===== src/core/capcmp_timer_consts.vh =====
/*
  Constants for the capture/compare timer channel: register byte
  offsets, field positions, mode codes and reset values.
  Assumes inclusion by bare name from the design files.
*/
`ifndef CAPCMP_TIMER_CONSTS_VH
`define CAPCMP_TIMER_CONSTS_VH

// ----------------------------------------------------------------
// Register byte offsets
// ----------------------------------------------------------------
`define OFS_MODE_CTRL     12'h000
`define OFS_OUT_CTRL      12'h004
`define OFS_CAPCMP_CTRL   12'h008
`define OFS_COUNT         12'h00c
`define OFS_MATCH_FIRST   12'h010
`define OFS_MATCH_SECOND  12'h014

// ----------------------------------------------------------------
// Mode control fields
// ----------------------------------------------------------------
`define MODE_LO_BIT       2
`define MODE_HI_BIT       3
`define WRAP_FLAG_BIT     0
`define MODE_STOP         2'b00
`define MODE_FREE         2'b01
`define MODE_EDGE_CLEAR   2'b10
`define MODE_PULSE_GEN    2'b11

// ----------------------------------------------------------------
// Output control fields
// ----------------------------------------------------------------
`define OUT_ENABLE_BIT    0
`define SP_ENABLE_BIT     5
`define SP_TRIGGER_BIT    6

// ----------------------------------------------------------------
// Capture/compare control fields
// ----------------------------------------------------------------
`define FIRST_IS_CAPTURE  0
`define FIRST_SRC_OPP     1
`define SECOND_IS_CAPTURE 2

// ----------------------------------------------------------------
// Edge select fields (bits 5:4 first input, 7:6 second input)
// 00 falling, 01 rising, 10/11 both
// ----------------------------------------------------------------
`define EDGE_SEL_FIRST_LO  4
`define EDGE_SEL_SECOND_LO 6

`define COUNT_RESET       16'h0000
`define COUNT_ALL_ONES    16'hffff

`endif


===== src/core/edge_detect.v =====
/*
  Two-flop synchroniser with rising/falling edge detection for one
  input pin. Assumes the pin is asynchronous to CLK.
*/
`timescale 1ns/1ps
`default_nettype none

module edge_detect (
  // Clock and reset
  input  wire CLK,
  input  wire SYS_RST,
  // Pin and edges
  input  wire pin,
  output reg  rise,
  output reg  fall
);

  reg sync_a;
  reg sync_b;
  reg last;

  // --------------------------------------------------------------
  // Synchroniser; only sync_b is looked at by logic
  // --------------------------------------------------------------
  always @(posedge CLK) begin
    if (SYS_RST) begin
      sync_a <= 1'b0;
      sync_b <= 1'b0;
      last   <= 1'b0;
      rise   <= 1'b0;
      fall   <= 1'b0;
    end else begin
      sync_a <= pin;
      sync_b <= sync_a;
      last   <= sync_b;
      rise   <= sync_b & ~last;
      fall   <= ~sync_b & last;
    end
  end

endmodule // edge_detect

`default_nettype wire


===== src/core/capcmp_timer.v =====
/*
  16-bit timer channel with two capture/compare registers, one-shot
  pulse output and pulse-width capture, reached over APB.
  Assumes an APB master on CLK and asynchronous input pins.
*/
`timescale 1ns/1ps
`default_nettype none
`include "capcmp_timer_consts.vh"

module capcmp_timer (
  // Clock and reset
  input  wire        CLK,
  input  wire        SYS_RST,
  // APB slave
  input  wire        PSEL,
  input  wire        PENABLE,
  input  wire        PWRITE,
  input  wire [11:0] PADDR,
  input  wire [31:0] PWDATA,
  output reg  [31:0] PRDATA,
  output reg         PREADY,
  output reg         PSLVERR,
  // Trigger and capture pins
  input  wire        TRIGGER_INPUT_FIRST,
  input  wire        TRIGGER_INPUT_SECOND,
  // Wave output and match events
  output reg         WAVE_OUTPUT_PIN,
  output reg         MATCH_IRQ_FIRST,
  output reg         MATCH_IRQ_SECOND
);

  // --------------------------------------------------------------
  // State
  // --------------------------------------------------------------
  reg  [7:0]  mode_control_reg;
  reg  [7:0]  output_control_reg;
  reg  [7:0]  capcmp_control_reg;
  reg  [15:0] count_value_reg;
  reg  [15:0] match_capture_first;
  reg  [15:0] match_capture_second;
  reg         wrap_flag;
  reg         wrap_pending;
  reg         pulse_busy;
  reg         sw_trigger;

  // Bus strobes; a write lands at the access edge, a read is taken at setup
  wire        bus_wr = PSEL & PENABLE & PWRITE;
  wire        bus_rd = PSEL & ~PENABLE & ~PWRITE;

  wire        first_rise;
  wire        first_fall;
  wire        second_rise;
  wire        second_fall;

  wire [1:0]  op_mode = {mode_control_reg[`MODE_HI_BIT], mode_control_reg[`MODE_LO_BIT]};
  wire        running = (op_mode != `MODE_STOP);
  wire        single_pulse_enable = output_control_reg[`SP_ENABLE_BIT];
  wire        out_enable = output_control_reg[`OUT_ENABLE_BIT];
  wire        first_is_capture = capcmp_control_reg[`FIRST_IS_CAPTURE];
  wire        first_src_opp = capcmp_control_reg[`FIRST_SRC_OPP];
  wire        second_is_capture = capcmp_control_reg[`SECOND_IS_CAPTURE];

  // --------------------------------------------------------------
  // Pin synchronisers and edge detectors
  // --------------------------------------------------------------
  edge_detect u_first (
    .CLK     (CLK),
    .SYS_RST (SYS_RST),
    .pin     (TRIGGER_INPUT_FIRST),
    .rise    (first_rise),
    .fall    (first_fall)
  );

  edge_detect u_second (
    .CLK     (CLK),
    .SYS_RST (SYS_RST),
    .pin     (TRIGGER_INPUT_SECOND),
    .rise    (second_rise),
    .fall    (second_fall)
  );

  // Edges reach the logic three clocks after the pin moves
  // Valid-edge selection: 00 falling, 01 rising, 1x both
  function edge_valid;
    input [1:0] sel;
    input       r;
    input       f;
    begin
      case (sel)
        2'b00:   edge_valid = f;
        2'b01:   edge_valid = r;
        default: edge_valid = r | f;
      endcase
    end
  endfunction

  // Opposite edge to the selected one; none when both are selected
  function edge_opposite;
    input [1:0] sel;
    input       r;
    input       f;
    begin
      case (sel)
        2'b00:   edge_opposite = r;
        2'b01:   edge_opposite = f;
        default: edge_opposite = 1'b0;
      endcase
    end
  endfunction

  wire [1:0] sel_first  = capcmp_control_reg[`EDGE_SEL_FIRST_LO+1:`EDGE_SEL_FIRST_LO];
  wire [1:0] sel_second = capcmp_control_reg[`EDGE_SEL_SECOND_LO+1:`EDGE_SEL_SECOND_LO];
  wire first_valid  = running & edge_valid(sel_first, first_rise, first_fall);
  wire first_opp    = running & edge_opposite(sel_first, first_rise, first_fall);
  wire second_valid = running & edge_valid(sel_second, second_rise, second_fall);

  // --------------------------------------------------------------
  // Event decode
  // --------------------------------------------------------------
  // One-shot is allowed only in free-running or edge-clear mode
  wire sp_allowed = single_pulse_enable &
                    ((op_mode == `MODE_FREE) | (op_mode == `MODE_EDGE_CLEAR));
  // Retrigger during a pulse starts no new pulse, but in edge-clear mode a first-input edge still clears the counter; software must not do it anyway
  wire sp_start = sp_allowed & ~pulse_busy & (sw_trigger | first_valid);

  wire match_first  = running & ~first_is_capture &
                      (count_value_reg == match_capture_first);
  wire match_second = running & ~second_is_capture &
                      (count_value_reg == match_capture_second);

  // First capture source: second input edge, or opposite first edge
  wire cap_first = running & first_is_capture &
                   (first_src_opp ? first_opp : second_valid);
  // Second capture only ever comes from the first input
  wire cap_second = running & second_is_capture & first_valid;

  wire edge_clear = (op_mode == `MODE_EDGE_CLEAR) & first_valid;
  wire ppg_clear  = (op_mode == `MODE_PULSE_GEN) & match_first;

  // --------------------------------------------------------------
  // Counter and wrap flag
  // --------------------------------------------------------------
  // Mode 00 holds zero; one-shot start, edge clear and pulse-gen clear take priority over counting
  always @(posedge CLK) begin
    if (SYS_RST) begin
      count_value_reg <= `COUNT_RESET;
      wrap_pending    <= 1'b0;
    end else if (!running) begin
      count_value_reg <= `COUNT_RESET;
      wrap_pending    <= 1'b0;
    end else if (sp_start | edge_clear | ppg_clear) begin
      count_value_reg <= `COUNT_RESET;
      wrap_pending    <= 1'b0;
    end else begin
      count_value_reg <= count_value_reg + 16'h0001;
      wrap_pending    <= (count_value_reg == `COUNT_ALL_ONES);
    end
  end

  // --------------------------------------------------------------
  // Capture registers and interrupts
  // --------------------------------------------------------------
  // Hardware capture wins over a same-cycle software write
  always @(posedge CLK) begin
    if (SYS_RST) begin
      match_capture_first  <= 16'h0000;
      match_capture_second <= 16'h0000;
    end else begin
      if (cap_first)
        match_capture_first <= count_value_reg;
      else if (bus_wr && PADDR == `OFS_MATCH_FIRST)
        match_capture_first <= PWDATA[15:0];
      if (cap_second)
        match_capture_second <= count_value_reg;
      else if (bus_wr && PADDR == `OFS_MATCH_SECOND)
        match_capture_second <= PWDATA[15:0];
    end
  end

  // Interrupt pulses for both matches and captures, one cycle wide
  always @(posedge CLK) begin
    if (SYS_RST) begin
      MATCH_IRQ_FIRST  <= 1'b0;
      MATCH_IRQ_SECOND <= 1'b0;
    end else begin
      MATCH_IRQ_FIRST  <= match_first | cap_first;
      MATCH_IRQ_SECOND <= match_second | cap_second;
    end
  end

  // --------------------------------------------------------------
  // Wave output and one-shot state
  // --------------------------------------------------------------
  // Output toggles when exactly one compare matches; one-shot ends on match_first
  always @(posedge CLK) begin
    if (SYS_RST) begin
      WAVE_OUTPUT_PIN <= 1'b0;
      pulse_busy      <= 1'b0;
    end else if (!running) begin
      pulse_busy      <= 1'b0;
    end else begin
      if (sp_allowed) begin
        if (sp_start)
          pulse_busy <= 1'b1;
        else if (pulse_busy && match_first)
          pulse_busy <= 1'b0;
        if (pulse_busy && out_enable && (match_first ^ match_second))
          WAVE_OUTPUT_PIN <= ~WAVE_OUTPUT_PIN;
      end else if (out_enable && (match_first ^ match_second)) begin
        WAVE_OUTPUT_PIN <= ~WAVE_OUTPUT_PIN;
      end
    end
  end

  // --------------------------------------------------------------
  // APB slave, zero wait states
  // --------------------------------------------------------------
  // PRDATA is a snapshot taken at the setup edge, so a count read lags
  // the live counter by one clock; software must allow for that

  function addr_mapped;
    input [11:0] a;
    begin
      addr_mapped = (a == `OFS_MODE_CTRL)   | (a == `OFS_OUT_CTRL) |
                    (a == `OFS_CAPCMP_CTRL) | (a == `OFS_COUNT) |
                    (a == `OFS_MATCH_FIRST) | (a == `OFS_MATCH_SECOND);
    end
  endfunction

  // Control writes; trigger bit self-clears, wrap flag set wins
  always @(posedge CLK) begin
    if (SYS_RST) begin
      mode_control_reg   <= 8'h00;
      output_control_reg <= 8'h00;
      capcmp_control_reg <= 8'h00;
      wrap_flag          <= 1'b0;
      sw_trigger         <= 1'b0;
    end else begin
      sw_trigger <= bus_wr && PADDR == `OFS_OUT_CTRL && PWDATA[`SP_TRIGGER_BIT];
      if (bus_wr && PADDR == `OFS_MODE_CTRL)
        mode_control_reg <= {PWDATA[7:1], 1'b0};
      if (bus_wr && PADDR == `OFS_OUT_CTRL)
        output_control_reg <= {1'b0, PWDATA[6:0]} & 8'hbf;
      if (bus_wr && PADDR == `OFS_CAPCMP_CTRL)
        capcmp_control_reg <= PWDATA[7:0];
      if (wrap_pending)
        wrap_flag <= 1'b1;
      else if (bus_wr && PADDR == `OFS_MODE_CTRL && !PWDATA[`WRAP_FLAG_BIT])
        wrap_flag <= 1'b0;
    end
  end

  // Read data latched in setup phase, ready in access phase
  always @(posedge CLK) begin
    if (SYS_RST) begin
      PRDATA  <= 32'h0000_0000;
      PREADY  <= 1'b0;
      PSLVERR <= 1'b0;
    end else begin
      PREADY  <= PSEL & ~PENABLE;
      PSLVERR <= PSEL & ~PENABLE & ~addr_mapped(PADDR);
      if (bus_rd) begin
        case (PADDR)
          `OFS_MODE_CTRL:    PRDATA <= {24'h0, mode_control_reg[7:1], wrap_flag};
          `OFS_OUT_CTRL:     PRDATA <= {24'h0, output_control_reg};
          `OFS_CAPCMP_CTRL:  PRDATA <= {24'h0, capcmp_control_reg};
          `OFS_COUNT:        PRDATA <= {16'h0, count_value_reg};
          `OFS_MATCH_FIRST:  PRDATA <= {16'h0, match_capture_first};
          `OFS_MATCH_SECOND: PRDATA <= {16'h0, match_capture_second};
          default:           PRDATA <= 32'h0000_0000;
        endcase
      end
    end
  end

endmodule // capcmp_timer

`default_nettype wire


===== config.mk =====
export PLATFORM = sky130hd
export DESIGN_NAME = capcmp_timer
export DESIGN_NICKNAME = d
export VERILOG_FILES = /design/src/core/edge_detect.v /design/src/core/capcmp_timer.v
export VERILOG_INCLUDE_DIRS = /design/src /design/src/core
export SDC_FILE = /design/constraint.sdc
export NUM_CORES = 1
export LEC_CHECK = 0
export ABC_CLOCK_PERIOD_IN_PS = 3100
export BUFFER_PORTS_ARGS = -buffer_cell sky130_fd_sc_hd__buf_4
export CAP_MARGIN = 20
export CORE_UTILIZATION = 49
export DETAILED_ROUTE_END_ITERATION = 12
export GPL_TIMING_DRIVEN = 0
export PLACE_DENSITY = 0.72
export REMOVE_ABC_BUFFERS = 1
export SETUP_SLACK_MARGIN = 0.1
export SLEW_MARGIN = 30
export SYNTH_ARGS = -nofsm -noshare
export SYNTH_HDL_FRONTEND = slang
export SYNTH_HIERARCHICAL = 1
export SYNTH_SLANG_ARGS = --single-unit

===== constraint.sdc =====
create_clock -name CLK -period 3.1 [get_ports CLK]
set_input_delay 0.31 -clock CLK [delete_from_list [all_inputs] [get_ports CLK]]
set_output_delay 0.31 -clock CLK [all_outputs]
set_load 0.01 [all_outputs]

**Yosys cells after proc, flatten, opt, wreduce, memory -nomap -nowiden**

Index checks and enable logic that the tools add are counted.

- Equal/unequal tests: 14
- Muxes and demuxes: 16
- Reduce and logical (&&, ||, !) cells: 25
- $add $sub $neg: 1
- Shifts and indexed selects: 0
- Bitwise logic cells: 51
- Multipliers: 0
- Order comparisons: 0
- Divide/modulo/power cells: 0

Operator list:

| operator | number |
|---|---|
| $pmux W16 S6 | 1 |
| $mux W16 | 4 |
| $eq A16 B16 Y1 | 2 |
| $and A1 B1 Y1 | 25 |
| $eq A12 B4 Y1 const B | 2 |
| $eq A12 B5 Y1 const B | 2 |
| $add A16 B1 Y16 const B | 1 |
| $eq A16 B16 Y1 const B | 1 |
| $or A1 B1 Y1 | 13 |
| $eq A12 B3 Y1 const B | 1 |
| $logic_not A12 Y1 | 1 |
| $not A1 Y1 | 12 |
| $reduce_bool A2 Y1 | 6 |
| $logic_and A1 B1 Y1 | 11 |
| $mux W1 | 8 |
| $eq A2 B1 Y1 const B | 3 |
| $pmux W1 S2 | 3 |
| $eq A2 B2 Y1 const B | 2 |
| $logic_not A2 Y1 | 2 |
| $reduce_and A3 Y1 | 1 |
| $reduce_or A3 Y1 | 1 |
| $ne A2 B1 Y1 const B | 1 |
| $reduce_and A2 Y1 | 1 |
| $reduce_or A2 Y1 | 1 |
| 2 further kinds | 2 |

- Logic and storage cells: 133
- Flip-flop bits (word level): 120
- Input bits: 51
- RAM bits: 0
- Output and inout port bits: 37
- Bits in latches: 0
- ROM bits: 0
- Memories kept: 0

**Depth between registers and ports, before layout**

- Depth in word-level cells: 8
- Depth in mapped cells: 9
- Mapped depth without buffers: 8

**Hierarchy**

The synthesis kept the hierarchy.

By module, submodules not included:

| module | cells an instance | instances | area each (um^2) |
|---|---|---|---|
| capcmp_timer | 610 | 1 | 5007.3 |
| edge_detect | 10 | 2 | 133.9 |

**Least setup slack after synthesis**

Ideal clock, no wire load.

- Path type: flip-flop to flip-flop
- From: register mode_control_reg[2]
- To: register count_value_reg[10]
- Arrival: 2047 ps
- Setup slack: 938 ps
- Data required time: 2985 ps
- Period minus slack after synthesis: 2162 ps
- Stages on the path, launching flop included: 9
- Buffers on the path: 1
- Cell sequence: dfxtp_1 -> inv_1 -> ha_1 -> or3_1 -> nor4_1 -> nand3_1 -> nand3_2 -> buf_4 -> nor2_1

- Cells in the longest elaborated chain, start to end: 8

RTL lines:

| what | RTL line | RTL |
|---|---|---|
| from (decl) | capcmp_timer.v:35 | `reg [7:0] mode_control_reg;` |
| from (signal assigned) | capcmp_timer.v:241 | `mode_control_reg <= {PWDATA[7:1], 1'b0};` |
| $eq A2 B1 Y1 (no line) or $eq A2 B2 Y1 (tied branches) | - |  |
| $or A1 B1 Y1 | capcmp_timer.v:122 | `` ((op_mode == `MODE_FREE) \| (op_mode == `MODE_EDGE_CLEAR)); `` |
| $and A1 B1 Y1 | capcmp_timer.v:121 | `wire sp_allowed = single_pulse_enable &` |
| $and A1 B1 Y1 (2 in series) | capcmp_timer.v:124 | `wire sp_start = sp_allowed & ~pulse_busy & (sw_trigger \| first_valid);` |
| $or A1 B1 Y1 (2 in series) | capcmp_timer.v:151 | `end else if (sp_start \| edge_clear \| ppg_clear) begin` |
| $reduce_or A3 Y1 (no line) * | - |  |
| to (signal assigned) | capcmp_timer.v:149 | `` count_value_reg <= `COUNT_RESET; `` |
| to (signal assigned) | capcmp_timer.v:152 | `` count_value_reg <= `COUNT_RESET; `` |
| to (signal assigned) | capcmp_timer.v:155 | `count_value_reg <= count_value_reg + 16'h0001;` |
| to (decl) | capcmp_timer.v:38 | `reg [15:0] count_value_reg;` |

Mark *: on every way between the ends. The rest lies on a longest branch, timed or not.
A chain may end at the register's enable or synchronous reset.

**Worst setup path after layout**

- From: register mode_control_reg[2]
- To: register wrap_pending

- Cells in the longest elaborated chain, start to end: 8

RTL lines:

| what | RTL line | RTL |
|---|---|---|
| $eq A2 B1 Y1 (no line) or $eq A2 B2 Y1 (tied branches) | - |  |
| $or A1 B1 Y1 | capcmp_timer.v:122 |  |
| $and A1 B1 Y1 | capcmp_timer.v:121 |  |
| $and A1 B1 Y1 (2 in series) | capcmp_timer.v:124 |  |
| $or A1 B1 Y1 (2 in series) | capcmp_timer.v:151 |  |
| $reduce_or A3 Y1 (no line) * | - |  |
| to (signal assigned) | capcmp_timer.v:156 | `` wrap_pending <= (count_value_reg == `COUNT_ALL_ONES); `` |
| to (decl) | capcmp_timer.v:42 | `reg wrap_pending;` |

Marked as above.

==> results.tsv <==
stage	metric	value	unit
clocking	CTS tree	built	
finish	FF+latch area	2080	sq um
global_route	Remaining Overflow, GRT	0	
global_route	initial antenna violation count	0	
timing	Final Cycle Share	0.885	
logic_synthesis	Cells after Synth	630	
clocking	clk sinks	104	
clocking	Worst-Skew Late Latency	0.38	ns
global_route	global-route wire length before repair	21700	microns
logic_synthesis	sequential area share after synthesis	0.395	
placement	gp weighted congestion	0.863	
finish	P&R area growth vs syn	9.87	%
global_route	largest net degree at the start of global routing	83	
placement	HPWL after DPL	9170	microns
global_route	All-Layer GR Usage	0.247	
global_route	number of global-route vias before repair	4405	
floorplanning	I/O Pins	88	
logic_synthesis	Yosys reg bits	104	
detailed_routing	drt total wl	13100	microns
hold_path	Hold WC Path Type	in -> reg	
clocking	clk buf depth	2	
outcome	outcome	finished, final reports clean	
floorplanning	Die W	106	microns
detailed_routing	Routed WL per cell	16.7	microns
finish	fin cells	787	
clocking	PostCTS Resize Cnt	1	
finish	fin nets	702	
placement	dpl cells	772	
timing	final hold violation count	0	
logic_synthesis	Async SR Flop Fraction	0	
detailed_routing	number of DRC markers in iteration 0	406	
clocking	hold buffers post-CTS	0	
floorplanning	die height	106	microns
finish	share of post-route cells with drive strength above 1	0.149	
finish	fin area	5800	sq um
logic_synthesis	Syn Area/Cell	8.37	sq um
timing	Fmax	365	MHz
worst_setup_path	worst endpoint required time	3.35	ns
timing	final hold slack	0.136	ns
detailed_routing	First-pass DRT Iterations	5	
worst_setup_path	Crit Path Max Fanout	17	
timing	RSZ-0062 raised after global routing	false	
timing	Worst slew margin	0.394	
detailed_routing	Via density	5.83	
logic_synthesis	Synth Warn #	6	
detailed_routing	# DRC	0	
detailed_routing	via count	4586	
timing	min Tclk post-route	2.74	ns
worst_setup_path	Setup crit start kind	flip-flop	
pwr	PwrDens	393	nW/um^2
worst_setup_path	arrival time worst endpoint	3.00	ns
run	max-cap violations	0	
clocking	CTS clk-pin slew, worst paths	0.10	ns
placement	Port Buffers	55	
logic_synthesis	number of flops mapped to enable cells by yosys	0	
worst_setup_path	crit path kind	reg -> reg	
floorplanning	Starting Density	0.509	
pwr	Worst VDD drop	194	uV
clocking	total CTS buffers	9	
finish	Fillers	964	
clocking	Setup Buffers After CTS	0	
floorplanning	Die Area	11200	sq um
detailed_routing	Antenna Violating Nets Remaining	0	
clocking	H-tree depth	3	
worst_setup_path	R2R Setup Slk	0.36	ns
finish	Multi-input gate area	2910	sq um
timing	fin. max-slew vios	0	
logic_synthesis	synth unique cells	53	
floorplanning	Core Area	10400	sq um
timing	Setup-failing EPs final	0	
logic_synthesis	ys flop type	dfxtp_1	
timing	clock skew	0.0133	ns
pwr	P_leak	2.04	nW
logic_synthesis	mapped cell area	5280	sq um
timing	Slew @ Worst Pin	0.909	ns
worst_setup_path	Crit. End Element	flip-flop	
clocking	CTS root buffer	clkbuf_8	
placement	Post-DP Area	5610	sq um
finish	Ant. Diodes	0	
floorplanning	Rows	37	
## worst paths after layout
check,from,depth (start not counted),end
setup reg to reg,mode_control_reg[2]$_SDFFE_PP0N_,7,wrap_pending$_SDFF_PP0_
hold reg to reg,u_first/last$_SDFF_PP0_,1,u_first/rise$_SDFF_PP0_
hold / removal,TRIGGER_INPUT_FIRST,2,u_first/sync_a$_SDFF_PP0_
setup / recovery,mode_control_reg[2]$_SDFFE_PP0N_,7,wrap_pending$_SDFF_PP0_
## power breakdown
part | switching, mW | internal [mW]
clock network | 0.499 | 0.302
registers | 0.00383 | 1.34
logic | 0.0767 | 0.0507
total | 0.580 | 1.70
## worst max-delay path, cell delays in order, from the launching register on
cell,delay [ns]
dfxtp_1,0.39
inv_1,0.09
ha_1,0.34
or3_1,0.40
nor4_1,0.74
nand3_1,0.19
nand3_2,0.36
nor4_1,0.11
## area by class of cell
cell class                 instances  area share
clock inverter                     6     0.00950
timing repair buffer              56      0.0760
tap                              136      0.0294
sequential                       104       0.359
multi-input combinational        471       0.501
inverter                           5     0.00324
clock buffer                       9      0.0214
## kinds of logic (layout without fill, tap and decap cells)
family	after synthesis	count (layout)	synth area share
xor+xnor	46	46	0.0764
mux	30	30	0.0574
simple gates	257	257	0.234
buf+inv	70	76	0.0693
other cells	1	16	0.000711
compound gates	118	118	0.158
fa+ha+maj	4	4	0.00949
flops	104	104	0.395
## per-stage QoR
stage               power, mW  setup slack [ns]  utilization  setup TNS, ns
detailed placement       1.50            -0.354        0.541          -4.95
global route             2.36             0.165        0.559              0
CTS                      2.28             0.279        0.559              0
global placement         1.50            -0.247        0.537          -6.71
finish                   2.28             0.357        0.559              0
floorplan                1.42             0.482            -              0
## synthesized netlist by cell type, types with 7 or more instances
cell type,number,area [sq um]
a222oi_1,8,80.1
nand3_1,7,35.0
a211oi_2,10,125
clkbuf_1,36,135
nand2b_1,7,43.8
mux2i_1,28,280
buf_4,17,128
a211oi_1,12,90.1
xor2_1,11,96.3
xnor2_1,35,307
nor2_1,83,312
dfxtp_1,104,2080
a311oi_1,17,149
a22oi_1,7,52.6
nor2b_1,10,62.6
nor3b_1,8,60.1
o21ai_0,16,80.1
a21oi_1,37,185
nand2_1,96,360
nand4_1,14,87.6
## metal layers
layer / share of wire / up-vias / GRT usage / routed length (microns)
met1: 0.41 / 2160 / 0.320 / 5420
met4: 0.038 / 0 / 0.128 / 499
met5: 0 / - / 0 / 0
met3: 0.076 / 42 / 0.0322 / 1000
met2: 0.47 / 206 / 0.401 / 6220
li1: - / 2178 / - / -
## cell usage in the layout, fill, tap and decap left out, types with 5 or more instances in the layout
cell      synthesis  layout
dfxtp_1         104     104
nand2_1          96      96
nor2_1           83      83
buf_4            17      55
a21oi_1          37      37
xnor2_1          35      35
mux2i_1          28      28
a311oi_1         17      17
o21ai_0          16      16
conb_1            1      16
nand4_1          14      14
a211oi_1         12      12
xor2_1           11      11
a211oi_2         10      10
nor2b_1          10       9
clkbuf_8          0       9
nor3b_1           8       8
a222oi_1          8       8
nand3_1           7       7
nand2b_1          7       7
a22oi_1           7       7
inv_1             5       5
and2_1            5       5
Power figures use the tool's default switching activity.
